--- config.mk ---
export PLATFORM = sky130hd
export DESIGN_NAME = cpdbx_exec
export DESIGN_NICKNAME = d
export VERILOG_FILES = /design/src/cpdbx_pkg.sv /design/src/cpdbx_div.sv /design/src/cpdbx_cond.sv /design/src/cpdbx_exec.sv
export SDC_FILE = /design/constraint.sdc
export NUM_CORES = 1
export LEC_CHECK = 0
export BUFFER_PORTS_ARGS = -buffer_cell sky130_fd_sc_hd__buf_2
export CORE_MARGIN = 2
export CORE_UTILIZATION = 55
export CTS_CLUSTER_DIAMETER = 200
export CTS_CLUSTER_SIZE = 28
export DETAILED_ROUTE_END_ITERATION = 7
export GPL_ROUTABILITY_DRIVEN = 0
export PLACE_DENSITY_LB_ADDON = 0.25
export SLEW_MARGIN = 30
export SYNTH_ARGS = -nofsm -noshare
export SYNTH_HDL_FRONTEND = slang
export SYNTH_SLANG_ARGS = --single-unit
--- constraint.sdc ---
create_clock -name clk_i -period 41.3 [get_ports clk_i]
set_clock_uncertainty 0.1 [all_clocks]
set_input_delay 6.195 -clock clk_i [delete_from_list [all_inputs] [get_ports clk_i]]
set_output_delay 6.195 -clock clk_i [all_outputs]
set_load 0.005 [all_outputs]
--- src/cpdbx_pkg.sv ---
/*
 Constants shared by the divide, loop and branch execution unit:
 register offsets, flag word layout, opcodes, state counts.
 Assumes a byte-addressed classic Wishbone bus with 32-bit data.
*/
package cpdbx_pkg;
   // Register byte offsets
   localparam logic [7:0] OFS_CTRL = 8'h00;
   localparam logic [7:0] OFS_OPCODE = 8'h04;
   localparam logic [7:0] OFS_OPA = 8'h08;
   localparam logic [7:0] OFS_OPB = 8'h0c;
   localparam logic [7:0] OFS_FLAGS = 8'h10;
   localparam logic [7:0] OFS_PC = 8'h14;
   localparam logic [7:0] OFS_STATUS = 8'h18;
   // Control bit: start execution
   localparam int CTRL_GO = 0;
   // Processor flags word bit positions
   localparam int FLG_ROUND = 0;
   localparam int FLG_C = 3;
   localparam int FLG_TRAP = 4;
   localparam int FLG_V = 5;
   localparam int FLG_N = 6;
   localparam int FLG_Z = 7;
   localparam int FLG_IE = 9;
   // Status bit positions
   localparam int STS_BUSY = 0;
   localparam int STS_DONE = 1;
   localparam int STS_TAKEN = 2;
   localparam int STS_ILL = 3;
   localparam int STS_HOLD = 4;
   localparam int STS_LEN = 8;
   localparam int STS_STATES = 16;
   // Reset values
   localparam logic [15:0] FLAGS_RST = 16'h0000;
   localparam logic [15:0] PC_RST = 16'h0000;
   // Opcodes and opcode masks
   localparam logic [7:0] MASK_AA = 8'hfc;
   localparam logic [7:0] MASK_BIT = 8'hf8;
   localparam logic [7:0] OP_UDIV_B = 8'h9c;
   localparam logic [7:0] OP_LOOP = 8'he0;
   localparam logic [7:0] OP_INT_ALLOW = 8'hfb;
   localparam logic [7:0] OP_WIDEN_W = 8'h06;
   localparam logic [7:0] OP_WIDEN_B = 8'h16;
   localparam logic [7:0] OP_INC = 8'h0f;
   localparam logic [7:0] OP_PLUS1_B = 8'h17;
   localparam logic [7:0] OP_BIT_ZERO = 8'h30;
   localparam logic [7:0] OP_BIT_ONE = 8'h38;
   localparam logic [7:0] OP_BR_CARRY = 8'hdb;
   localparam logic [7:0] OP_BR_EQUAL = 8'hdf;
   localparam logic [7:0] OP_BR_SGE = 8'hd6;
   localparam logic [7:0] OP_BR_SGT = 8'hd2;
   localparam logic [7:0] OP_BR_UHI = 8'hd9;
   localparam logic [7:0] OP_BR_SLE = 8'hda;
   // Lengths in bytes
   localparam logic [3:0] LEN_ONE = 4'h1;
   localparam logic [3:0] LEN_TWO = 4'h2;
   localparam logic [3:0] LEN_THREE = 4'h3;
   // State counts, one state per clock
   localparam logic [7:0] CNT_DIV = 8'h11;
   localparam logic [7:0] CNT_LOOP_NT = 8'h05;
   localparam logic [7:0] CNT_LOOP_T = 8'h09;
   localparam logic [7:0] CNT_SHORT_NT = 8'h04;
   localparam logic [7:0] CNT_SHORT_T = 8'h08;
   localparam logic [7:0] CNT_BASIC = 8'h04;
   localparam logic [7:0] CNT_ILL = 8'h01;
   // Addressing-mode extras indexed by the low two opcode bits
   localparam logic [15:0] MODE_EXTRA_BYTES = 16'h1010;
   localparam logic [15:0] MODE_EXTRA_STATES = 16'h3210;
   // Sequencer states
   typedef enum logic [1:0] {
      CPDBX_IDLE = 2'b01,
      CPDBX_RUN = 2'b10
   } cpdbx_state_t;
endpackage : cpdbx_pkg

--- src/cpdbx_div.sv ---
/*
 Unsigned 16 by 8 divide with overflow detection.
 Assumes its inputs are stable while the caller samples the outputs.
*/
`timescale 1ns/10ps
module cpdbx_div (
   input wire logic [15:0] dividend_i,
   input wire logic [7:0] divisor_i,
   output logic [7:0] quot_o,
   output logic [7:0] rem_o,
   output logic ovf_o
);
   import cpdbx_pkg::*;
   logic [15:0] q_full; // Full-width quotient
   logic [15:0] r_full; // Full-width remainder

   ////////////////////////////////////////////////////////////////////
   // Quotient and remainder both from the original dividend
   always_comb begin
      if (divisor_i == 8'h00) begin
         q_full = 16'hffff;
         r_full = 16'h0000;
      end else begin
         q_full = dividend_i / {8'h00, divisor_i};
         r_full = dividend_i % {8'h00, divisor_i};
      end
      quot_o = q_full[7:0];
      rem_o = r_full[7:0];
      // Quotient must fit one byte
      ovf_o = (q_full[15:8] != 8'h00);
   end
endmodule : cpdbx_div

--- src/cpdbx_cond.sv ---
/*
 Branch condition decode for the bit-test and flag-conditioned jumps.
 Assumes the flag inputs are the flags standing before the jump.
*/
`timescale 1ns/10ps
module cpdbx_cond (
   input wire logic [7:0] op_i,
   input wire logic [15:0] flags_i,
   input wire logic [7:0] test_byte_i,
   output logic bit_jump_o,
   output logic short_jump_o,
   output logic take_o
);
   import cpdbx_pkg::*;
   logic z; // Zero flag
   logic n; // Negative flag
   logic c; // Carry flag
   logic tbit; // Selected register bit

   ////////////////////////////////////////////////////////////////////
   // Condition select
   always_comb begin
      z = flags_i[FLG_Z];
      n = flags_i[FLG_N];
      c = flags_i[FLG_C];
      // RQ10 bit number from opcode
      tbit = test_byte_i[op_i[2:0]];
      bit_jump_o = 1'b0;
      short_jump_o = 1'b1;
      take_o = 1'b0;
      if ((op_i & MASK_BIT) == OP_BIT_ZERO) begin
         // RQ10 jump on bit clear
         bit_jump_o = 1'b1;
         short_jump_o = 1'b0;
         take_o = ~tbit;
      end else if ((op_i & MASK_BIT) == OP_BIT_ONE) begin
         // RQ11 jump on bit set
         bit_jump_o = 1'b1;
         short_jump_o = 1'b0;
         take_o = tbit;
      end else begin
         case (op_i)
            // RQ12 carry set
            OP_BR_CARRY: take_o = c;
            // RQ13 zero set
            OP_BR_EQUAL: take_o = z;
            // RQ14 negative clear
            OP_BR_SGE: take_o = ~n;
            // RQ15 negative and zero clear
            OP_BR_SGT: take_o = ~n & ~z;
            // RQ16 carry set, zero clear
            OP_BR_UHI: take_o = c & ~z;
            // RQ17 negative or zero set
            OP_BR_SLE: take_o = n | z;
            default: short_jump_o = 1'b0;
         endcase
      end
   end
endmodule : cpdbx_cond

--- src/cpdbx_exec.sv ---
/*
 Execution unit for byte divide, loop, interrupt enable, sign
 extension, increment and conditional relative jumps.
 Assumes software loads opcode bytes and operands over classic
 Wishbone, starts the unit, and reads the results back.
*/
// The register addresses and the Wishbone interface to the registers are this design's own decisions.
// How it works
// RQ1: Divide word by byte, quotient low, remainder high
// RQ2: Divide concurrent, 17 states plus extra, V, trap
// RQ3: Loop decrements byte, jumps while result nonzero
// RQ4: Loop is three bytes, 5/9 states, flags kept
// RQ5: Enable sets IE, blocks interrupts one instruction
// RQ6: Word widen fills high word, Z N, clears C V
// RQ7: Byte widen fills high byte, Z N, clears C V
// RQ8: Word increment updates Z N C V, trap sticky
// RQ9: Byte increment updates Z N C V, trap sticky
// RQ10: Jump when selected register bit is zero
// RQ11: Jump when selected register bit is one
// RQ12: Jump when carry set
// RQ13: Jump when zero set
// RQ14: Jump when negative clear
// RQ15: Jump when negative and zero clear
// RQ16: Jump when carry set and zero clear
// RQ17: Jump when negative or zero set
// RQ18: Short jumps two bytes, 4/8 states, sign-extended
// RQ19: Mode bits add extra bytes and states
`timescale 1ns/10ps
module cpdbx_exec (
   input wire logic clk_i,
   input wire logic rst_i,
   input wire logic wb_cyc_i,
   input wire logic wb_stb_i,
   input wire logic wb_we_i,
   input wire logic [3:0] wb_sel_i,
   input wire logic [7:0] wb_adr_i,
   input wire logic [31:0] wb_dat_i,
   output logic [31:0] wb_dat_o,
   output logic wb_ack_o,
   output logic busy_o,
   output logic int_allow_o
);
   import cpdbx_pkg::*;

   ////////////////////////////////////////////////////////////////////
   // Helper functions
   // Byte-lane merge of a write
   function automatic logic [31:0] merge(input logic [31:0] old_v,
                                         input logic [31:0] new_v,
                                         input logic [3:0] sel);
      logic [31:0] m;
      m = old_v;
      for (int i = 0; i < 4; i++) begin
         if (sel[i]) begin
            m[i*8 +: 8] = new_v[i*8 +: 8];
         end
      end
      return m;
   endfunction : merge

   // Byte divide opcode match
   function automatic logic is_div(input logic [7:0] op);
      return (op & MASK_AA) == OP_UDIV_B;
   endfunction : is_div

   ////////////////////////////////////////////////////////////////////
   // Registers
   cpdbx_state_t state_r; // Sequencer state
   logic ack_r; // Bus acknowledge
   logic [31:0] dat_r; // Read data
   logic [23:0] opc_r; // Opcode, register byte, displacement
   logic [31:0] opa_r; // Destination operand
   logic [7:0] opb_r; // Divide source byte
   logic [15:0] flags_r; // Processor flags word
   logic [15:0] pc_r; // Program counter
   logic [7:0] cnt_r; // States left
   logic [31:0] res_a_r; // Pending destination
   logic [15:0] res_f_r; // Pending flags
   logic [15:0] res_pc_r; // Pending program counter
   logic [7:0] states_r; // State count of last start
   logic [3:0] len_r; // Length of last instruction
   logic take_r; // Jump taken
   logic ill_r; // Unknown opcode
   logic hset_r; // Instruction is an enable
   logic hold_r; // Interrupt call held off
   logic done_r; // Completion seen
   logic busy_r; // Busy output
   logic allow_r; // Interrupt allow output

   ////////////////////////////////////////////////////////////////////
   // Bus decode
   logic req; // Request in progress
   logic wr_ev; // Write takes effect this edge
   logic go_acc; // Start accepted
   logic commit; // Last state of execution
   assign req = wb_cyc_i & wb_stb_i;
   assign wr_ev = req & wb_we_i & ack_r;
   assign go_acc = wr_ev & (wb_adr_i == OFS_CTRL) & wb_sel_i[0] &
                   wb_dat_i[CTRL_GO] & (state_r == CPDBX_IDLE);
   assign commit = (state_r == CPDBX_RUN) & (cnt_r == 8'h00);

   ////////////////////////////////////////////////////////////////////
   // Submodules
   logic [7:0] dv_q; // Quotient
   logic [7:0] dv_r; // Remainder
   logic dv_ovf; // Divide overflow
   logic bit_jump; // Bit-test jump
   logic short_jump; // Flag jump
   logic cond_take; // Condition met

   cpdbx_div u_div (
      .dividend_i(opa_r[15:0]),
      .divisor_i(opb_r),
      .quot_o(dv_q),
      .rem_o(dv_r),
      .ovf_o(dv_ovf)
   );

   cpdbx_cond u_cond (
      .op_i(opc_r[7:0]),
      .flags_i(flags_r),
      .test_byte_i(opa_r[7:0]),
      .bit_jump_o(bit_jump),
      .short_jump_o(short_jump),
      .take_o(cond_take)
   );

   ////////////////////////////////////////////////////////////////////
   // Instruction decode and result
   logic [7:0] op; // Opcode
   logic [1:0] aa; // Addressing mode bits
   logic [3:0] len_nxt; // Length in bytes
   logic [7:0] st_nxt; // State count
   logic [31:0] a_nxt; // New destination
   logic [15:0] f_nxt; // New flags
   logic [15:0] pc_nxt; // New program counter
   logic take_nxt; // Jump taken
   logic ill_nxt; // Unknown opcode
   logic hset_nxt; // Enable instruction
   logic [16:0] sum_w; // Word increment with carry
   logic [8:0] sum_b; // Byte increment with carry
   logic [7:0] dec_b; // Loop count after decrement
   logic [15:0] pc_after; // Address after instruction

   always_comb begin
      op = opc_r[7:0];
      aa = op[1:0];
      len_nxt = LEN_TWO;
      st_nxt = CNT_BASIC;
      a_nxt = opa_r;
      f_nxt = flags_r;
      take_nxt = 1'b0;
      ill_nxt = 1'b0;
      hset_nxt = 1'b0;
      sum_w = {1'b0, opa_r[15:0]} + 17'h00001;
      sum_b = {1'b0, opa_r[7:0]} + 9'h001;
      dec_b = opa_r[7:0] - 8'h01;
      if (is_div(op)) begin
         // RQ19 mode extras added
         len_nxt = LEN_TWO + MODE_EXTRA_BYTES[aa*4 +: 4];
         st_nxt = CNT_DIV + {4'h0, MODE_EXTRA_STATES[aa*4 +: 4]};
         // RQ1 quotient low, remainder high
         if (!dv_ovf) begin
            a_nxt[15:0] = {dv_r, dv_q};
         end
         // RQ2 overflow sets V, trap sticky
         f_nxt[FLG_V] = dv_ovf;
         f_nxt[FLG_TRAP] = flags_r[FLG_TRAP] | dv_ovf;
      end else if (bit_jump || short_jump) begin
         // RQ18 short jump length and states
         take_nxt = cond_take;
         len_nxt = bit_jump ? LEN_THREE : LEN_TWO;
         if (bit_jump) begin
            st_nxt = cond_take ? CNT_LOOP_T : CNT_LOOP_NT;
         end else begin
            st_nxt = cond_take ? CNT_SHORT_T : CNT_SHORT_NT;
         end
      end else begin
         case (op)
            OP_LOOP: begin
               // RQ3 decrement, jump if nonzero
               a_nxt[7:0] = dec_b;
               take_nxt = (dec_b != 8'h00);
               // RQ4 three bytes, 5 or 9 states
               len_nxt = LEN_THREE;
               st_nxt = take_nxt ? CNT_LOOP_T : CNT_LOOP_NT;
            end
            OP_INT_ALLOW: begin
               // RQ5 set interrupt enable
               len_nxt = LEN_ONE;
               f_nxt[FLG_IE] = 1'b1;
               hset_nxt = 1'b1;
            end
            OP_WIDEN_W: begin
               // RQ6 widen word into high word
               a_nxt[31:16] = opa_r[15] ? 16'hffff : 16'h0000;
               f_nxt[FLG_Z] = (a_nxt == 32'h00000000);
               f_nxt[FLG_N] = a_nxt[31];
               f_nxt[FLG_C] = 1'b0;
               f_nxt[FLG_V] = 1'b0;
            end
            OP_WIDEN_B: begin
               // RQ7 widen byte into high byte
               a_nxt[15:8] = opa_r[7] ? 8'hff : 8'h00;
               f_nxt[FLG_Z] = (a_nxt[15:0] == 16'h0000);
               f_nxt[FLG_N] = a_nxt[15];
               f_nxt[FLG_C] = 1'b0;
               f_nxt[FLG_V] = 1'b0;
            end
            OP_INC: begin
               // RQ8 word increment flags
               a_nxt[15:0] = sum_w[15:0];
               f_nxt[FLG_Z] = (sum_w[15:0] == 16'h0000);
               f_nxt[FLG_N] = sum_w[15];
               f_nxt[FLG_C] = sum_w[16];
               f_nxt[FLG_V] = (opa_r[15:0] == 16'h7fff);
               f_nxt[FLG_TRAP] = flags_r[FLG_TRAP] | f_nxt[FLG_V];
            end
            OP_PLUS1_B: begin
               // RQ9 byte increment flags
               a_nxt[7:0] = sum_b[7:0];
               f_nxt[FLG_Z] = (sum_b[7:0] == 8'h00);
               f_nxt[FLG_N] = sum_b[7];
               f_nxt[FLG_C] = sum_b[8];
               f_nxt[FLG_V] = (opa_r[7:0] == 8'h7f);
               f_nxt[FLG_TRAP] = flags_r[FLG_TRAP] | f_nxt[FLG_V];
            end
            default: begin
               // Unknown opcode changes nothing
               ill_nxt = 1'b1;
               len_nxt = LEN_ONE;
               st_nxt = CNT_ILL;
            end
         endcase
      end
      // RQ18 displacement sign-extended to 16 bits
      pc_after = pc_r + {12'h000, len_nxt};
      pc_nxt = ill_nxt ? pc_r : pc_after;
      if (take_nxt) begin
         pc_nxt = pc_after + {{8{opc_r[23]}}, opc_r[23:16]};
      end
   end

   ////////////////////////////////////////////////////////////////////
   // Sequencer: one state per clock
   always_ff @(posedge clk_i) begin
      if (rst_i) begin
         state_r <= CPDBX_IDLE;
         cnt_r <= 8'h00;
         busy_r <= 1'b0;
      end else begin
         case (state_r)
            CPDBX_IDLE: begin
               if (go_acc) begin
                  state_r <= CPDBX_RUN;
                  cnt_r <= st_nxt - 8'h01;
                  busy_r <= 1'b1;
               end
            end
            CPDBX_RUN: begin
               if (commit) begin
                  state_r <= CPDBX_IDLE;
                  busy_r <= 1'b0;
               end else begin
                  cnt_r <= cnt_r - 8'h01;
               end
            end
            default: begin
               state_r <= CPDBX_IDLE;
               busy_r <= 1'b0;
            end
         endcase
      end
   end

   // Pending results captured at start
   always_ff @(posedge clk_i) begin
      if (rst_i) begin
         res_a_r <= 32'h00000000;
         res_f_r <= FLAGS_RST;
         res_pc_r <= PC_RST;
         states_r <= 8'h00;
         len_r <= 4'h0;
         take_r <= 1'b0;
         ill_r <= 1'b0;
         hset_r <= 1'b0;
      end else if (go_acc) begin
         res_a_r <= a_nxt;
         res_f_r <= f_nxt;
         res_pc_r <= pc_nxt;
         states_r <= st_nxt;
         len_r <= len_nxt;
         take_r <= take_nxt;
         ill_r <= ill_nxt;
         hset_r <= hset_nxt;
      end
   end

   ////////////////////////////////////////////////////////////////////
   // Architectural state: commit wins over a bus write
   always_ff @(posedge clk_i) begin
      if (rst_i) begin
         opa_r <= 32'h00000000;
      end else if (commit) begin
         opa_r <= res_a_r;
      end else if (wr_ev && wb_adr_i == OFS_OPA) begin
         opa_r <= merge(opa_r, wb_dat_i, wb_sel_i);
      end
   end

   always_ff @(posedge clk_i) begin
      if (rst_i) begin
         flags_r <= FLAGS_RST;
      end else if (commit) begin
         flags_r <= res_f_r;
      end else if (wr_ev && wb_adr_i == OFS_FLAGS) begin
         flags_r <= 16'(merge({16'h0000, flags_r}, wb_dat_i, wb_sel_i));
      end
   end

   always_ff @(posedge clk_i) begin
      if (rst_i) begin
         pc_r <= PC_RST;
      end else if (commit) begin
         pc_r <= res_pc_r;
      end else if (wr_ev && wb_adr_i == OFS_PC) begin
         pc_r <= 16'(merge({16'h0000, pc_r}, wb_dat_i, wb_sel_i));
      end
   end

   // Operand loads, held during execution
   always_ff @(posedge clk_i) begin
      if (rst_i) begin
         opc_r <= 24'h000000;
         opb_r <= 8'h00;
      end else if (wr_ev && state_r == CPDBX_IDLE) begin
         if (wb_adr_i == OFS_OPCODE) begin
            opc_r <= 24'(merge({8'h00, opc_r}, wb_dat_i, wb_sel_i));
         end
         if (wb_adr_i == OFS_OPB && wb_sel_i[0]) begin
            opb_r <= wb_dat_i[7:0];
         end
      end
   end

   // Completion and interrupt hold-off
   always_ff @(posedge clk_i) begin
      if (rst_i) begin
         done_r <= 1'b0;
         hold_r <= 1'b0;
         allow_r <= 1'b0;
      end else begin
         if (commit) begin
            done_r <= 1'b1;
         end else if (go_acc) begin
            done_r <= 1'b0;
         end
         // RQ5 hold lasts through next instruction
         if (commit) begin
            hold_r <= hset_r;
         end
         allow_r <= flags_r[FLG_IE] & ~hold_r & ~(commit & hset_r);
      end
   end

   ////////////////////////////////////////////////////////////////////
   // Wishbone answer, one wait state
   always_ff @(posedge clk_i) begin
      if (rst_i) begin
         ack_r <= 1'b0;
         dat_r <= 32'h00000000;
      end else begin
         ack_r <= req & ~ack_r;
         if (req && !ack_r) begin
            case (wb_adr_i)
               OFS_OPCODE: dat_r <= {8'h00, opc_r};
               OFS_OPA: dat_r <= opa_r;
               OFS_OPB: dat_r <= {24'h000000, opb_r};
               OFS_FLAGS: dat_r <= {16'h0000, flags_r};
               OFS_PC: dat_r <= {16'h0000, pc_r};
               OFS_STATUS: dat_r <= {8'h00, states_r, 4'h0, len_r, 3'h0,
                                     hold_r, ill_r, take_r, done_r, busy_r};
               default: dat_r <= 32'h00000000;
            endcase
         end
      end
   end

   assign wb_ack_o = ack_r;
   assign wb_dat_o = dat_r;
   assign busy_o = busy_r;
   assign int_allow_o = allow_r;

   ////////////////////////////////////////////////////////////////////
   // Checks
   logic [7:0] run_len_r; // Busy cycles counted
   always_ff @(posedge clk_i) begin
      if (rst_i) begin
         run_len_r <= 8'h00;
      end else begin
         run_len_r <= busy_r ? run_len_r + 8'h01 : 8'h00;
      end
   end
endmodule : cpdbx_exec

# After elaboration in Yosys (flattened, before gate mapping)
# Index checks and enable logic that the tools add are counted.
totals:
  output_inout_bits: 35
  regBits: 222
  word_cells: 214
  input_bits: 49
  memories: 0
  ramBits: 0
  latchBits: 0
  rom_bits: 0
classes:
  bitwise: 24
  add_sub_neg: 9
  div_mod_pow: 2
  eq_ne: 28
  shifts: 2
  n_reduce_logical: 45
  mul: 0
  magnitude_cmp: 1
  mux: 75
ops:
  columns: ["op", "count"]
  rows:
  - ["2-to-1 mux 16 bit", 12]
  - ["one-hot mux 32 bit (6 select lines)", 1]
  - ["2-to-1 mux 32 bit", 3]
  - ["2-to-1 mux 8 bit", 10]
  - ["equality test 8 bit, second input constant", 8]
  - ["equality test 8 x 5 -> 1 bit, second input constant", 5]
  - ["zero test 16 bit", 2]
  - ["zero test 32 bit", 1]
  - ["zero test 8 bit", 4]
  - ["one-hot mux 8 bit (2 select lines)", 2]
  - ["indexed part select 16 x 5 -> 4 bit, first input constant", 2]
  - ["2-to-1 mux 1 bit", 26]
  - ["equality test 8 x 4 -> 1 bit, second input constant", 3]
  - ["one-hot mux 8 bit (3 select lines)", 1]
  - ["subtractor 8 x 1 -> 8 bit, second input constant", 3]
  - ["2-to-1 mux 4 bit", 5]
  - ["AND reduction 2 bit", 10]
  - ["nonzero test 2 bit", 9]
  - ["adder 16 x 1 -> 17 bit, second input constant", 1]
  - ["adder 16 bit", 1]
  - ["adder 16 x 4 -> 16 bit", 1]
  - ["divider 16 x 8 -> 16 bit", 1]
  - ["equality test 16 x 15 -> 1 bit, second input constant", 1]
  - ["equality test 8 x 3 -> 1 bit, second input constant", 2]
  - ["32 further kinds", 72]

# Logic depth before layout (Yosys ltp)
# Gate-level depths: netlist (run 1).
logic_depth:
  depth_word: 12
  mapped_depth: 157

# Modules after synthesis
# Synthesis (run 1) repeated with hierarchy kept, for this count alone.
hier_totals:
  hier_cells: 2347
  area_unflattened_um2: 18057.3
modules_own_cells:
  columns: ["module", "area_each_um2", "n_inst", "cells_each"]
  rows:
  - ["cpdbx_exec", 11867.6, 1, 1508]
  - ["cpdbx_div", 5933.2, 1, 806]
  - ["cpdbx_cond", 256.5, 1, 33]

# Worst setup path before layout (run 1)
# Ideal clock, no wire load.
synth_path:
  kind: "register -> register"
  startpoint: "register opb_r[5]"
  endpoint: "register res_a_r[10]"
  setup_time_ns: 0.058
  synth_period_minus_slack_ns: 30.460
  path_stages_with_launch: 149
  t_required_ns: 41.142
  path_buffers: 10
  path_slack_ns: 10.840
  arrival_time_ns: 30.302
  cell_sequence: "dfxtp_1 -> or3_1 -> buf_2 -> nor3_4 -> a31oi_2 -> ha_1 -> o21ai_0 -> a21oi_1 -> nand2_1 -> nand2_1 -> o21ai_0 -> ha_1 -> o211ai_1 -> a2111oi_2 -> mux2i_1 -> ha_1 -> o211ai_1 -> a21boi_0 -> (+113 left out) -> a21o_1 -> a21oi_1 -> nand3_1 -> or2_1 -> buf_4 -> a21oi_1 -> ha_1 -> nor2b_1 -> o21ai_0 -> nand2b_1 -> a21o_1 -> a21o_1 -> a211o_1 -> a211oi_1 -> o311a_4 -> nand2_4 -> mux2_1 -> nand2_1"
synth_via:
  elab_chain_len: 5
  elab_cells_between_ends: 8
  classes_between: "div: 2; mux: 4; reduce/logical: 2"
synth_lines:
  columns: ["item", "line_no", "text"]
  rows:
  - ["start, declared", "cpdbx_exec.sv:73", "logic [7:0] opb_r;"]
  - ["start signal, assigned", "cpdbx_exec.sv:341", "opb_r <= wb_dat_i[7:0];"]
  - ["divider 16 x 8 -> 16 bit / zero test 8 bit (equally long branches)", "cpdbx_div.sv:24, cpdbx_div.sv:20", null]
  - ["2-to-1 mux 16 bit", "cpdbx_div.sv:20", "if (divisor_i == 8'h00) begin"]
  - ["nonzero test 8 bit", "cpdbx_div.sv:30", "ovf_o = (q_full[15:8] != 8'h00);"]
  - ["2-to-1 mux 16 bit *", "cpdbx_exec.sv:163", "if (!dv_ovf) begin"]
  - ["2-to-1 mux 16 bit *", "cpdbx_exec.sv:158", "if (is_div(op)) begin"]
  - ["end signal, assigned", "cpdbx_exec.sv:288", "res_a_r <= a_nxt;"]
  - ["end, declared", "cpdbx_exec.sv:77", "logic [31:0] res_a_r;"]
# Mark *: on every way between the ends. The rest lies on a longest branch, timed or not.
# A chain may end at the register's enable or synchronous reset.

# Worst setup path after layout (run 1)
layout_path:
  startpoint: "register opb_r[6]"
  endpoint: "register res_a_r[14]"
# The elaborated chain is that of the path after synthesis.

==> report_table.html, run 1 <==
<table>
<tr><th>Metric</th><th>Value</th></tr>
<tr><th colspan="2">Final layout</th></tr>
<tr><td>Most used cells in the layout excluding fill and tap cells</td><td>299 x sky130_fd_sc_hd__nor2_1, 218 x sky130_fd_sc_hd__nand2_1, 218 x sky130_fd_sc_hd__a21oi_1, 215 x sky130_fd_sc_hd__dfxtp_1, 128 x sky130_fd_sc_hd__ha_1</td></tr>
<tr><td>Non-filler instance count after layout</td><td>between 2000 and 3000</td></tr>
<tr><td>Ant diodes</td><td>0</td></tr>
<tr><td>Fraction of final layout cells with drive strength greater than 1</td><td>8.69%</td></tr>
<tr><td>Most common library cell in the layout ignoring fill and taps</td><td>sky130_fd_sc_hd__nor2_1</td></tr>
<tr><td>Area Overhead vs Synth</td><td>4.61%</td></tr>
<tr><td>Fin nets</td><td>roughly 2400</td></tr>
<tr><th colspan="2">Yosys</th></tr>
<tr><td>Mean instance size in the synthesized netlist</td><td>7.55 um2</td></tr>
<tr><td>Sequential share of the synthesized area</td><td>between 20% and 30%</td></tr>
<tr><td>Cell Area, Synth</td><td>between 15000 and 20000 um2</td></tr>
<tr><td>Post-Synthesis Net Count</td><td>about 2500</td></tr>
<tr><td>Number of flops mapped to enable cells by yosys</td><td>0</td></tr>
<tr><td>Share of synthesized registers carrying an async set or reset</td><td>0%</td></tr>
<tr><td>Yosys cell types</td><td>~110</td></tr>
<tr><td>Dominant synthesized flop cell</td><td>sky130_fd_sc_hd__dfxtp_1</td></tr>
<tr><td>Number of synthesized register bits</td><td>roughly 220</td></tr>
<tr><td>Warning count from the yosys run</td><td>0</td></tr>
<tr><td>Number of instances in the synthesized netlist</td><td>2300</td></tr>
<tr><th colspan="2">Critical path</th></tr>
<tr><td>Path type of the worst setup path</td><td>reg -&gt; reg</td></tr>
<tr><td>Maximum single-stage delay on the critical path</td><td>about 0.72 ns</td></tr>
<tr><td>Type of element capturing the critical path</td><td>flop</td></tr>
<tr><td>Critical Path Slowest Stage Cell</td><td>sky130_fd_sc_hd__nor4bb_1</td></tr>
<tr><td>Cell repeated most along the worst path</td><td>sky130_fd_sc_hd__o21a_1</td></tr>
<tr><td>Critical path launch point type</td><td>flop</td></tr>
<tr><td>Worst-case reg-to-reg path depth</td><td>roughly 140</td></tr>
<tr><td>Worst Path Max Fanout</td><td>16</td></tr>
<tr><td>Worst Path Arrival</td><td>~35 ns</td></tr>
<tr><td>Required @ worst endpoint</td><td>between 40 and 50 ns</td></tr>
<tr><th colspan="2">Clocking</th></tr>
<tr><td>Clock latency at the later pin of the worst-skew pair</td><td>approximately 0.48 ns</td></tr>
<tr><td>Count of clock tree sinks</td><td>around 220</td></tr>
<tr><td>Clock tree from TritonCTS</td><td>done</td></tr>
<tr><td>Setup Fix Bufs, Post-CTS</td><td>0</td></tr>
<tr><td>Clock Tree Root</td><td>sky130_fd_sc_hd__clkbuf_16</td></tr>
<tr><td>Total clock buffers created by CTS</td><td>11</td></tr>
<tr><td>Hold-fix buffers, CTS</td><td>0</td></tr>
<tr><td>Post-cts resize count</td><td>0</td></tr>
<tr><td>Clock Pin Slew Worst Setup and Hold Paths</td><td>approximately 0.12 ns</td></tr>
<tr><td>Maximum level of the CTS H-tree</td><td>1</td></tr>
<tr><td>Buffer depth of the longest clock path</td><td>3</td></tr>
<tr><th colspan="2">Global routing</th></tr>
<tr><td>Global-route usage over all layers</td><td>between 30% and 40%</td></tr>
<tr><td>Largest net degree at the start of global routing</td><td>approximately 130</td></tr>
<tr><td>Vias in the first global route</td><td>roughly 16000</td></tr>
<tr><td>Wire length of the first global-routing pass</td><td>approximately 84000 um</td></tr>
<tr><td>Global route overflow</td><td>0</td></tr>
<tr><td>Number of antenna violations at the first check in global routing</td><td>0</td></tr>
<tr><th colspan="2">Timing</th></tr>
<tr><td>Max-Slew Margin vs Limit</td><td>between 30% and 40%</td></tr>
<tr><td>Final number of hold-violating endpoints</td><td>0</td></tr>
<tr><td>Peak clock frequency supported by timing</td><td>~0.028 GHz</td></tr>
<tr><td>Slew @ Worst Pin</td><td>1.01 ns</td></tr>
<tr><td>Total negative slack for setup checks</td><td>0 ns</td></tr>
<tr><td>Total count of max-transition violations in the final report</td><td>0</td></tr>
<tr><td>RSZ-0062 raised after global routing</td><td>false</td></tr>
<tr><td>Final worst path period need</td><td>~35 ns</td></tr>
<tr><td># setup viols final</td><td>0</td></tr>
<tr><td>Final period utilization</td><td>between 80% and 90%</td></tr>
<tr><th colspan="2">Drt</th></tr>
<tr><td>Detailed-route DRC error count</td><td>0</td></tr>
<tr><td>Number of vias per cell</td><td>between 6 and 7</td></tr>
<tr><td>Detailed-routing iteration count for the pre-antenna-repair pass</td><td>6</td></tr>
<tr><td>Number of DRC violations after detailed-routing iteration 0</td><td>roughly 2000</td></tr>
<tr><td>Detail-routed net length per standard cell</td><td>~20 um</td></tr>
<tr><td>Post-Route WL</td><td>approximately 53000 um</td></tr>
<tr><td>Final ANT Viol Nets</td><td>0</td></tr>
<tr><td>Vias post-DR</td><td>about 18000</td></tr>
<tr><th colspan="2">Job</th></tr>
<tr><td>Number of max-cap violations</td><td>0</td></tr>
<tr><th colspan="2">Die</th></tr>
<tr><td>Area of the core</td><td>approximately 31000 um2</td></tr>
<tr><td>Horizontal die dimension</td><td>roughly 180 um</td></tr>
<tr><td>Effective utilization at floorplan</td><td>55.5%</td></tr>
<tr><td>Die area</td><td>about 33000 um2</td></tr>
<tr><td>Core Rows</td><td>65</td></tr>
<tr><td>Count of pins on the block boundary</td><td>84</td></tr>
<tr><td>Vertical die dimension</td><td>roughly 180 um</td></tr>
<tr><th colspan="2">Min path</th></tr>
<tr><td>Cell count of the worst hold path</td><td>2</td></tr>
<tr><td>Classification of the worst-slack hold path</td><td>reg -&gt; reg</td></tr>
<tr><th colspan="2">Run status</th></tr>
<tr><td>Result of the run</td><td>complete, no violations</td></tr>
<tr><th colspan="2">Placement</th></tr>
<tr><td>DP HPWL</td><td>a little under 40000 um</td></tr>
<tr><td>Inst Count DP</td><td>2655</td></tr>
<tr><td>Port bufs</td><td>between 80 and 90</td></tr>
</table>
-- cell families after synthesis --
family | after synthesis | share of synthesized area (%)
adders and majority gates | 131 | 9.57
DFF | 215 | 24.8
muxes | 82 | 5.16
buffers and inverters | 201 | 4.58
xor gates and xnor gates | 86 | 4.34
AOI/OAI and AO/OA | 704 | 27.4
and+or+nand+nor | 881 | 24.1
-- layout make-up --
class / instances / area, um2
inverters: 55 / 206
repair buffers: 100 / 564
clock inverters: 1 / 11.3
flip-flops and latches: 215 / 4300
clock buffers: 11 / 275
well taps: 402 / 503
fillers: 2865 / 13100
multi-input cells: 1884 / 12300
-- stage by stage --
step	util, %	area [um2]	worst slack, ns	hold slack (ns)
after floorplan	-	17400	10.84	0.312
after global placement	56.9	17800	8.14	0.338
after detailed placement	57.0	17800	6.90	0.343
after CTS	57.9	18100	6.77	0.358
after global routing	58.0	18200	4.07	0.367
final	58.0	18200	6.20	0.358
-- flip-flops by register name, indices dropped and copies added, names as in the netlist --
name and count:
res_a_r 32, state_r 2, cnt_r 8, flags_r 16
res_pc_r 16, hold_r 1, len_r 2, wb_dat_o 32
wb_ack_o 1, ill_r 1, pc_r 16, opa_r 32
states_r 5, hset_r 1, opb_r 8, res_f_r 16
opc_r 24, done_r 1, int_allow_o 1
-- final timing paths --
check | startpoint | to | slack (ns)
worst max-delay path | opb_r[6] | res_a_r[14] | 6.20
worst min-delay path | hset_r | hset_r | 0.36
worst max register to register | opb_r[6] | res_a_r[14] | 6.20
worst min register to register | hset_r | hset_r | 0.36
-- worst max-delay path, delay by kind of cell (launching register included) --
kind | cells | cell delay (ns)
AO/OA/AOI/OAI | 76 | 17.09
AND/OR/NAND/NOR | 42 | 11.57
adder cells (fa/ha/maj) | 15 | 4.52
multiplexers | 4 | 1.17
flip-flops | 1 | 0.40
buffers and inverters | 2 | 0.16
-- per-layer routing --
metal	share of wire (%)	routed length [um]	global-route usage [%]	vias up
met5	0	0	0	-
li1	-	-	-	8369
met4	4.4	2350	13.7	0
met2	46	24500	51.6	821
met3	7.7	4100	3.21	163
met1	42	22000	40.2	8206
-- Yosys cell counts (6+ instances only) --
cell type,n,area share (%)
sky130_fd_sc_hd__nor2_1,300,6.5
sky130_fd_sc_hd__a21oi_1,218,6.3
sky130_fd_sc_hd__nand2_1,218,4.7
sky130_fd_sc_hd__dfxtp_1,215,25
sky130_fd_sc_hd__clkbuf_1,128,2.8
sky130_fd_sc_hd__ha_1,128,9.2
sky130_fd_sc_hd__a211oi_1,93,4.0
sky130_fd_sc_hd__nor3_1,87,2.5
sky130_fd_sc_hd__o21ai_0,75,2.2
sky130_fd_sc_hd__nand3_1,62,1.8
sky130_fd_sc_hd__inv_1,55,1.2
sky130_fd_sc_hd__xnor2_1,53,2.7
sky130_fd_sc_hd__o21a_1,50,2.2
sky130_fd_sc_hd__mux2i_1,49,2.8
sky130_fd_sc_hd__a21o_1,34,1.5
sky130_fd_sc_hd__xor2_1,33,1.7
sky130_fd_sc_hd__o211ai_1,30,1.3
sky130_fd_sc_hd__a22oi_1,29,1.3
sky130_fd_sc_hd__and2_1,29,1.0
sky130_fd_sc_hd__and3_1,28,1.0
sky130_fd_sc_hd__mux2_2,25,1.6
sky130_fd_sc_hd__or3_1,22,0.79
sky130_fd_sc_hd__nand2b_1,20,0.72
sky130_fd_sc_hd__nor4_1,20,0.72
sky130_fd_sc_hd__nand4_1,19,0.68
sky130_fd_sc_hd__a311oi_1,18,0.91
sky130_fd_sc_hd__o21ai_1,17,0.49
sky130_fd_sc_hd__a222oi_1,16,0.92
sky130_fd_sc_hd__nor2b_1,16,0.58
sky130_fd_sc_hd__o31ai_1,13,0.56
sky130_fd_sc_hd__o21bai_1,12,0.52
sky130_fd_sc_hd__or2_2,12,0.43
sky130_fd_sc_hd__a31oi_1,11,0.40
sky130_fd_sc_hd__buf_1,8,0.17
sky130_fd_sc_hd__a2111oi_0,7,0.35
sky130_fd_sc_hd__a21boi_0,7,0.30
sky130_fd_sc_hd__a221oi_1,7,0.35
sky130_fd_sc_hd__and4_1,7,0.35
sky130_fd_sc_hd__nor4b_1,6,0.30
Power of run 1 is not shown: default switching activity piles up to over one toggle a cycle in this logic, so the estimate is an artifact.
==> inputs of run 2 (changes only) <==
clock period = 36.8 ns   (was 41.3 ns; I/O delays follow)
==> run 2 against run 1 <==
Against the previous run:
- worst hold slack got worse by 0.00067 ns
- final area rose by 0.10%
- final cell count did not move
- die area did not move
- flip-flop and latch count did not move
- maximum frequency rose by 2.4%
- first-iteration DRC count fell by 10%
- global-route usage rose by 0.18 points
- worst setup slack got worse by 3.7 ns
- sequential share of layout area barely moved
- non-clock buffer count did not move
- register-to-register slack got worse by 3.7 ns
==> report_table.html, run 2 (synthesis results as in run 1) <==
<table>
<tr><th>Metric</th><th>Value</th></tr>
<tr><th colspan="2">Run status</th></tr>
<tr><td>Result of the run</td><td>complete, no violations</td></tr>
<tr><th colspan="2">Drt</th></tr>
<tr><td>Post-Route WL</td><td>53100 um (+0.32%)</td></tr>
<tr><td>Final ANT Viol Nets</td><td>0 (unchanged)</td></tr>
<tr><td>Detailed-route DRC error count</td><td>0 (unchanged)</td></tr>
<tr><td>Vias post-DR</td><td>17500 (-0.13%)</td></tr>
<tr><td>Number of DRC violations after detailed-routing iteration 0</td><td>1752 (-10%)</td></tr>
<tr><td>Number of vias per cell</td><td>6.57 (-0.13%)</td></tr>
<tr><td>Detailed-routing iteration count for the pre-antenna-repair pass</td><td>7 (+1)</td></tr>
<tr><td>Detail-routed net length per standard cell</td><td>19.9 um (+0.32%)</td></tr>
<tr><th colspan="2">Die</th></tr>
<tr><td>Effective utilization at floorplan</td><td>55.5% (unchanged)</td></tr>
<tr><td>Die area</td><td>33000 um2 (unchanged)</td></tr>
<tr><td>Core Rows</td><td>65 (unchanged)</td></tr>
<tr><td>Vertical die dimension</td><td>182 um (unchanged)</td></tr>
<tr><td>Area of the core</td><td>31300 um2 (unchanged)</td></tr>
<tr><td>Horizontal die dimension</td><td>182 um (unchanged)</td></tr>
<tr><td>Count of pins on the block boundary</td><td>84 (unchanged)</td></tr>
<tr><th colspan="2">Critical path</th></tr>
<tr><td>Worst Path Max Fanout</td><td>16 (unchanged)</td></tr>
<tr><td>Crit path buf inv count</td><td>2 (unchanged)</td></tr>
<tr><td>Crit-path leading delay family</td><td>compound AO/OA/AOI/OAI gates</td></tr>
<tr><td>Critical Path Slowest Stage Cell</td><td>sky130_fd_sc_hd__nor4bb_1</td></tr>
<tr><td>Reg2reg setup slack</td><td>2.50 ns (-3.69 ns)</td></tr>
<tr><td>Path type of the worst setup path</td><td>reg -&gt; reg</td></tr>
<tr><td>Cell repeated most along the worst path</td><td>sky130_fd_sc_hd__o21a_1</td></tr>
<tr><td>Worst reg2reg startpoint</td><td>opb_r[6]</td></tr>
<tr><td>Required @ worst endpoint</td><td>37.11 ns (-4.50 ns)</td></tr>
<tr><td>Worst Path Arrival</td><td>34.60 ns (-0.81 ns)</td></tr>
<tr><td>Maximum single-stage delay on the critical path</td><td>0.71 ns (about the same)</td></tr>
<tr><td>Type of element capturing the critical path</td><td>flop</td></tr>
<tr><td>Critical path launch point type</td><td>flop</td></tr>
<tr><td>CP Launch Point</td><td>opb_r[6]</td></tr>
<tr><th colspan="2">Final layout</th></tr>
<tr><td>Ant diodes</td><td>0 (unchanged)</td></tr>
<tr><td>Most common library cell in the layout ignoring fill and taps</td><td>sky130_fd_sc_hd__nor2_1</td></tr>
<tr><td>Multi-input gate area</td><td>12300 um2 (about the same)</td></tr>
<tr><td>Fin nets</td><td>2447 (unchanged)</td></tr>
<tr><td>Reg area</td><td>4300 um2 (unchanged)</td></tr>
<tr><td>Final-layout fill cell count</td><td>2909 (+1.5%)</td></tr>
<tr><td>Fraction of final layout cells with drive strength greater than 1</td><td>8.87% (+0.18 points)</td></tr>
<tr><td>Area Overhead vs Synth</td><td>4.72%</td></tr>
<tr><td>Most used cells in the layout excluding fill and tap cells</td><td>297 x sky130_fd_sc_hd__nor2_1, 218 x sky130_fd_sc_hd__nand2_1, 218 x sky130_fd_sc_hd__a21oi_1, 215 x sky130_fd_sc_hd__dfxtp_1, 128 x sky130_fd_sc_hd__ha_1</td></tr>
<tr><th colspan="2">Timing</th></tr>
<tr><td>Slew @ Worst Pin</td><td>0.952 ns (-0.0627 ns)</td></tr>
<tr><td>RSZ-0062 raised after global routing</td><td>false</td></tr>
<tr><td># setup viols final</td><td>0 (unchanged)</td></tr>
<tr><td>Final worst path period need</td><td>34.30 ns (-0.807 ns)</td></tr>
<tr><td>Total count of max-transition violations in the final report</td><td>0 (unchanged)</td></tr>
<tr><td>Peak clock frequency supported by timing</td><td>0.0292 GHz (+2.4%)</td></tr>
<tr><td>Final period utilization</td><td>93.2% (+8.2 points)</td></tr>
<tr><td>Final-layout worst hold slack</td><td>0.357 ns (-0.000673 ns)</td></tr>
<tr><td>Total negative slack for setup checks</td><td>0 ns (unchanged)</td></tr>
<tr><td>Max-Slew Margin vs Limit</td><td>36.0% (+3.8 points)</td></tr>
<tr><td>Final number of hold-violating endpoints</td><td>0 (unchanged)</td></tr>
<tr><th colspan="2">Placement</th></tr>
<tr><td>Port bufs</td><td>83 (unchanged)</td></tr>
<tr><td>DP HPWL</td><td>38900 um (+0.30%)</td></tr>
<tr><th colspan="2">Global routing</th></tr>
<tr><td>Global route overflow</td><td>0 (unchanged)</td></tr>
<tr><td>Number of antenna violations at the first check in global routing</td><td>0 (unchanged)</td></tr>
<tr><td>Vias in the first global route</td><td>16300 (+1.4%)</td></tr>
<tr><td>Wire length of the first global-routing pass</td><td>84400 um (+0.90%)</td></tr>
<tr><td>Largest net degree at the start of global routing</td><td>129 (unchanged)</td></tr>
<tr><td>Global-route usage over all layers</td><td>31.0% (+0.18 points)</td></tr>
<tr><th colspan="2">Clocking</th></tr>
<tr><td>Clock Tree Root</td><td>sky130_fd_sc_hd__clkbuf_16</td></tr>
<tr><td>Clock Pin Slew Worst Setup and Hold Paths</td><td>0.12 ns (about the same)</td></tr>
<tr><td>Hold-fix buffers, CTS</td><td>0 (unchanged)</td></tr>
<tr><td>Count of clock tree sinks</td><td>215 (unchanged)</td></tr>
<tr><td>Setup Fix Bufs, Post-CTS</td><td>0 (unchanged)</td></tr>
<tr><td>Maximum level of the CTS H-tree</td><td>1 (unchanged)</td></tr>
<tr><td>Clock tree from TritonCTS</td><td>done</td></tr>
<tr><td>Total clock buffers created by CTS</td><td>11 (unchanged)</td></tr>
<tr><td>Clock latency at the later pin of the worst-skew pair</td><td>0.48 ns (about the same)</td></tr>
<tr><td>Buffer depth of the longest clock path</td><td>3 (unchanged)</td></tr>
<tr><th colspan="2">Min path</th></tr>
<tr><td>Classification of the worst-slack hold path</td><td>reg -&gt; reg</td></tr>
<tr><td>Beginning of the worst hold path</td><td>wb_dat_o[28]</td></tr>
<tr><th colspan="2">Job</th></tr>
<tr><td>Number of max-cap violations</td><td>0 (unchanged)</td></tr>
</table>
run 2: what timing repair did:
action                                 4_1_cts  5_1_grt
gates resized for setup                      0        3
endpoints found under the hold margin        0        0
setup endpoints to repair                    0        9
run 2: worst reg2reg max path, delay by kind of cell, from the launching register on:
| family | cells | cell delay (ns) |
|---|---|---|
| AOI/OAI and AO/OA | 74 | 16.18 |
| and+or+nand+nor | 42 | 11.26 |
| adders and majority gates | 15 | 4.65 |
| muxes | 5 | 1.51 |
| DFF | 1 | 0.39 |
| buffers and inverters | 2 | 0.16 |
run 2: per-stage QoR:
| step | instances | utilization [%] | setup WS, ns | area, um2 |
|---|---|---|---|---|
| finish | 2668 | 58.1 | 2.50 | 18200 |
| global route | 2668 | 58.1 | 0.0885 | 18200 |
| CTS | 2667 | 57.9 | 2.31 | 18100 |
| detailed placement | 2655 | 57.0 | 2.41 | 17800 |
| global placement | 2655 | 56.9 | 3.64 | 17800 |
| floorplan | 2300 | - | 6.34 | 17400 |
run 2: area by class of cell:
| type | instances | share of cell area [%] |
|---|---|---|
| timing repair buffer | 100 | 3.14 |
| clock inverter | 1 | 0.0619 |
| clock buffer | 11 | 1.51 |
| sequential | 215 | 23.7 |
| inverter | 55 | 1.14 |
| multi-input combinational | 1884 | 67.7 |
| tap | 402 | 2.77 |
run 2: final timing paths:
check / endpoint / cells past startpoint
worst max-delay path: res_a_r[14] / 138
worst min-delay path: wb_dat_o[28] / 2
worst max register to register: res_a_r[14] / 138
worst min register to register: wb_dat_o[28] / 2
run 2: per-layer routing:
metal  share of wire, %  track usage, %  wire length, um
met1                 41            39.7            22000
met2                 46            52.1            24500
met3                7.7            3.35             4090
met4                4.7            15.2             2510
met5                  0               0                0
Power of run 2 is left out for the same reason.
==> inputs of run 3 (changes only) <==
CTS_CLUSTER_SIZE = unset   (was 28)
RECOVER_POWER = 50   (was unset)
==> run 3 against run 2 <==
Against the previous run:
- the flow now finishes with violations (DRC, capacitance limit, slew limit)
- non-clock buffer count down 1
- register-to-register slack better by 0.08 ns
- worst hold slack worse by 0.0056 ns
- sequential share of layout area down 0.48 points
- final area up 2.1%
- count of clock-buffer cells in the layout up 17
- maximum frequency up 0.23%
- worst setup slack better by 0.079 ns
- critical path depth unchanged
==> report_table.html, run 3 (synthesis results as in run 1) <==
<table>
<tr><th>Metric</th><th>Value</th></tr>
<tr><th colspan="2">Global routing</th></tr>
<tr><td>Vias in the first global route</td><td>16400 (+0.77%)</td></tr>
<tr><td>Largest net degree at the start of global routing</td><td>129 (unchanged)</td></tr>
<tr><td>Wire length of the first global-routing pass</td><td>85200 um (+0.92%)</td></tr>
<tr><td>Global route overflow</td><td>0 (unchanged)</td></tr>
<tr><td>Global-route usage over all layers</td><td>31.3% (+0.32 points)</td></tr>
<tr><td>Number of antenna violations at the first check in global routing</td><td>1 (+1)</td></tr>
<tr><th colspan="2">Critical path</th></tr>
<tr><td>Maximum single-stage delay on the critical path</td><td>0.68 ns (-0.03 ns)</td></tr>
<tr><td>Type of element capturing the critical path</td><td>flop</td></tr>
<tr><td>Required @ worst endpoint</td><td>37.12 ns (about the same)</td></tr>
<tr><td>Reg2reg setup slack</td><td>2.58 ns (+0.08 ns)</td></tr>
<tr><td>Worst-case reg-to-reg path depth</td><td>138 (unchanged)</td></tr>
<tr><td>Cell repeated most along the worst path</td><td>sky130_fd_sc_hd__o21a_1</td></tr>
<tr><td>Crit-path leading delay family</td><td>compound AO/OA/AOI/OAI gates</td></tr>
<tr><td>Destination of the worst register-to-register timing path</td><td>res_a_r[14]</td></tr>
<tr><td>Worst Path Max Fanout</td><td>16 (unchanged)</td></tr>
<tr><td>Worst reg2reg startpoint</td><td>opb_r[6]</td></tr>
<tr><td>Path type of the worst setup path</td><td>reg -&gt; reg</td></tr>
<tr><td>Worst Path Arrival</td><td>34.54 ns (-0.06 ns)</td></tr>
<tr><td>Crit path buf inv count</td><td>2 (unchanged)</td></tr>
<tr><td>Critical path launch point type</td><td>flop</td></tr>
<tr><td>Critical Path Slowest Stage Cell</td><td>sky130_fd_sc_hd__nor4bb_1</td></tr>
<tr><th colspan="2">Die</th></tr>
<tr><td>Count of pins on the block boundary</td><td>84 (unchanged)</td></tr>
<tr><td>Core Rows</td><td>65 (unchanged)</td></tr>
<tr><td>Effective utilization at floorplan</td><td>55.5% (unchanged)</td></tr>
<tr><td>Die area</td><td>33000 um2 (unchanged)</td></tr>
<tr><td>Vertical die dimension</td><td>182 um (unchanged)</td></tr>
<tr><td>Horizontal die dimension</td><td>182 um (unchanged)</td></tr>
<tr><td>Area of the core</td><td>31300 um2 (unchanged)</td></tr>
<tr><th colspan="2">Clocking</th></tr>
<tr><td>Clock tree from TritonCTS</td><td>done</td></tr>
<tr><td>Clock Tree Root</td><td>sky130_fd_sc_hd__clkbuf_16</td></tr>
<tr><td>Post-cts resize count</td><td>0 (unchanged)</td></tr>
<tr><td>Count of clock tree sinks</td><td>215 (unchanged)</td></tr>
<tr><td>Hold-fix buffers, CTS</td><td>0 (unchanged)</td></tr>
<tr><td>Total clock buffers created by CTS</td><td>22 (+11)</td></tr>
<tr><td>Clock Pin Slew Worst Setup and Hold Paths</td><td>0.07 ns (-0.05 ns)</td></tr>
<tr><td>Clock latency at the later pin of the worst-skew pair</td><td>0.51 ns (+0.03 ns)</td></tr>
<tr><td>Maximum level of the CTS H-tree</td><td>1 (unchanged)</td></tr>
<tr><td>Buffer depth of the longest clock path</td><td>3 (unchanged)</td></tr>
<tr><td>Setup Fix Bufs, Post-CTS</td><td>0 (unchanged)</td></tr>
<tr><th colspan="2">Drt</th></tr>
<tr><td>Vias post-DR</td><td>17700 (+0.86%)</td></tr>
<tr><td>Detailed-routing iteration count for the pre-antenna-repair pass</td><td>8 (+1)</td></tr>
<tr><td>Detail-routed net length per standard cell</td><td>19.9 um (about the same)</td></tr>
<tr><td>Final ANT Viol Nets</td><td>0 (unchanged)</td></tr>
<tr><td>Number of vias per cell</td><td>6.56 (-0.16%)</td></tr>
<tr><td>Detailed-route DRC error count</td><td>5 (+5)</td></tr>
<tr><td>Post-Route WL</td><td>53600 um (+0.93%)</td></tr>
<tr><td>Number of DRC violations after detailed-routing iteration 0</td><td>1905 (+8.7%)</td></tr>
<tr><th colspan="2">Min path</th></tr>
<tr><td>Beginning of the worst hold path</td><td>wb_dat_o[24]</td></tr>
<tr><td>Worst hold endpoint</td><td>wb_dat_o[24]</td></tr>
<tr><td>Classification of the worst-slack hold path</td><td>reg -&gt; reg</td></tr>
<tr><td>Cell count of the worst hold path</td><td>2 (unchanged)</td></tr>
<tr><th colspan="2">Timing</th></tr>
<tr><td>RSZ-0062 raised after global routing</td><td>false</td></tr>
<tr><td>Slew @ Worst Pin</td><td>4.18 ns (+3.23 ns)</td></tr>
<tr><td># setup viols final</td><td>0 (unchanged)</td></tr>
<tr><td>Final period utilization</td><td>93.0% (-0.22 points)</td></tr>
<tr><td>Max-Slew Margin vs Limit</td><td>-179% (-210 points)</td></tr>
<tr><td>Final number of hold-violating endpoints</td><td>0 (unchanged)</td></tr>
<tr><td>Total negative slack for setup checks</td><td>0 ns (unchanged)</td></tr>
<tr><td>Total count of max-transition violations in the final report</td><td>215 (+215)</td></tr>
<tr><td>Final worst path period need</td><td>34.22 ns (-0.0792 ns)</td></tr>
<tr><td>Peak clock frequency supported by timing</td><td>0.0292 GHz (+0.23%)</td></tr>
<tr><th colspan="2">Run status</th></tr>
<tr><td>Result of the run</td><td>complete, but fails checks</td></tr>
<tr><td>Failing checks</td><td>DRC, capacitance limit, slew limit</td></tr>
<tr><th colspan="2">Final layout</th></tr>
<tr><td>Fraction of final layout cells with drive strength greater than 1</td><td>8.85% (-0.017 points)</td></tr>
<tr><td>Most used cells in the layout excluding fill and tap cells</td><td>297 x sky130_fd_sc_hd__nor2_1, 218 x sky130_fd_sc_hd__nand2_1, 218 x sky130_fd_sc_hd__a21oi_1, 215 x sky130_fd_sc_hd__dfxtp_1, 128 x sky130_fd_sc_hd__ha_1</td></tr>
<tr><td>Area Overhead vs Synth</td><td>6.87%</td></tr>
<tr><td>Ant diodes</td><td>0 (unchanged)</td></tr>
<tr><td>Fin nets</td><td>2457 (+0.41%)</td></tr>
<tr><td>Most common library cell in the layout ignoring fill and taps</td><td>sky130_fd_sc_hd__nor2_1</td></tr>
<tr><th colspan="2">Job</th></tr>
<tr><td>Number of max-cap violations</td><td>7 (+7)</td></tr>
<tr><th colspan="2">Placement</th></tr>
<tr><td>Port bufs</td><td>83 (unchanged)</td></tr>
<tr><td>DP HPWL</td><td>38900 um (unchanged)</td></tr>
</table>
[run 3: layer usage]
layer | GRT usage, % | vias to the layer above | part of all wire (%)
li1 | - | 8410 | -
met1 | 39.6 | 8298 | 41
met2 | 52.3 | 810 | 46
met3 | 4.13 | 167 | 8.0
met4 | 16.2 | 2 | 4.9
met5 | 0 | - | 0.026
[run 3: worst min-delay path, cell delays in order (launching register included)]
cell and delay (ns):
sky130_fd_sc_hd__dfxtp_1 0.31, sky130_fd_sc_hd__nand2_1 0.05, sky130_fd_sc_hd__a21oi_1 0.05
[run 3: worst max-delay path by stage]
stage / startpoint / to / slack [ns] / cells after the start
global route: opb_r[6] / res_a_r[14] / 0.08 / 140
global placement: opb_r[6] / res_a_r[14] / 3.64 / 140
detailed placement: opb_r[6] / res_a_r[14] / 2.41 / 139
CTS: opb_r[6] / res_a_r[14] / 2.30 / 140
finish: opb_r[6] / res_a_r[14] / 2.58 / 138
floorplan: opb_r[5] / res_a_r[10] / 6.34 / 148
[run 3: final cells by class]
type | instances | area (um2)
flip-flops and latches | 215 | 4300
fillers | 2863 | 12800
repair buffers | 99 | 514
inverters | 55 | 206
multi-input cells | 1884 | 12300
clock buffers | 28 | 634
well taps | 402 | 503
clock inverters | 12 | 104
[run 3: metrics by stage]
stage	instance area (um2)	utilization (%)	hold slack (ns)	worst slack [ns]	std cells
floorplan	17400	-	0.312	6.34	2300
global placement	17800	56.9	0.338	3.64	2655
detailed placement	17800	57.0	0.344	2.41	2655
CTS	18600	59.3	0.353	2.30	2695
global route	18600	59.3	0.363	0.0819	2695
finish	18600	59.3	0.351	2.58	2695
Power of run 3 is left out for the same reason.
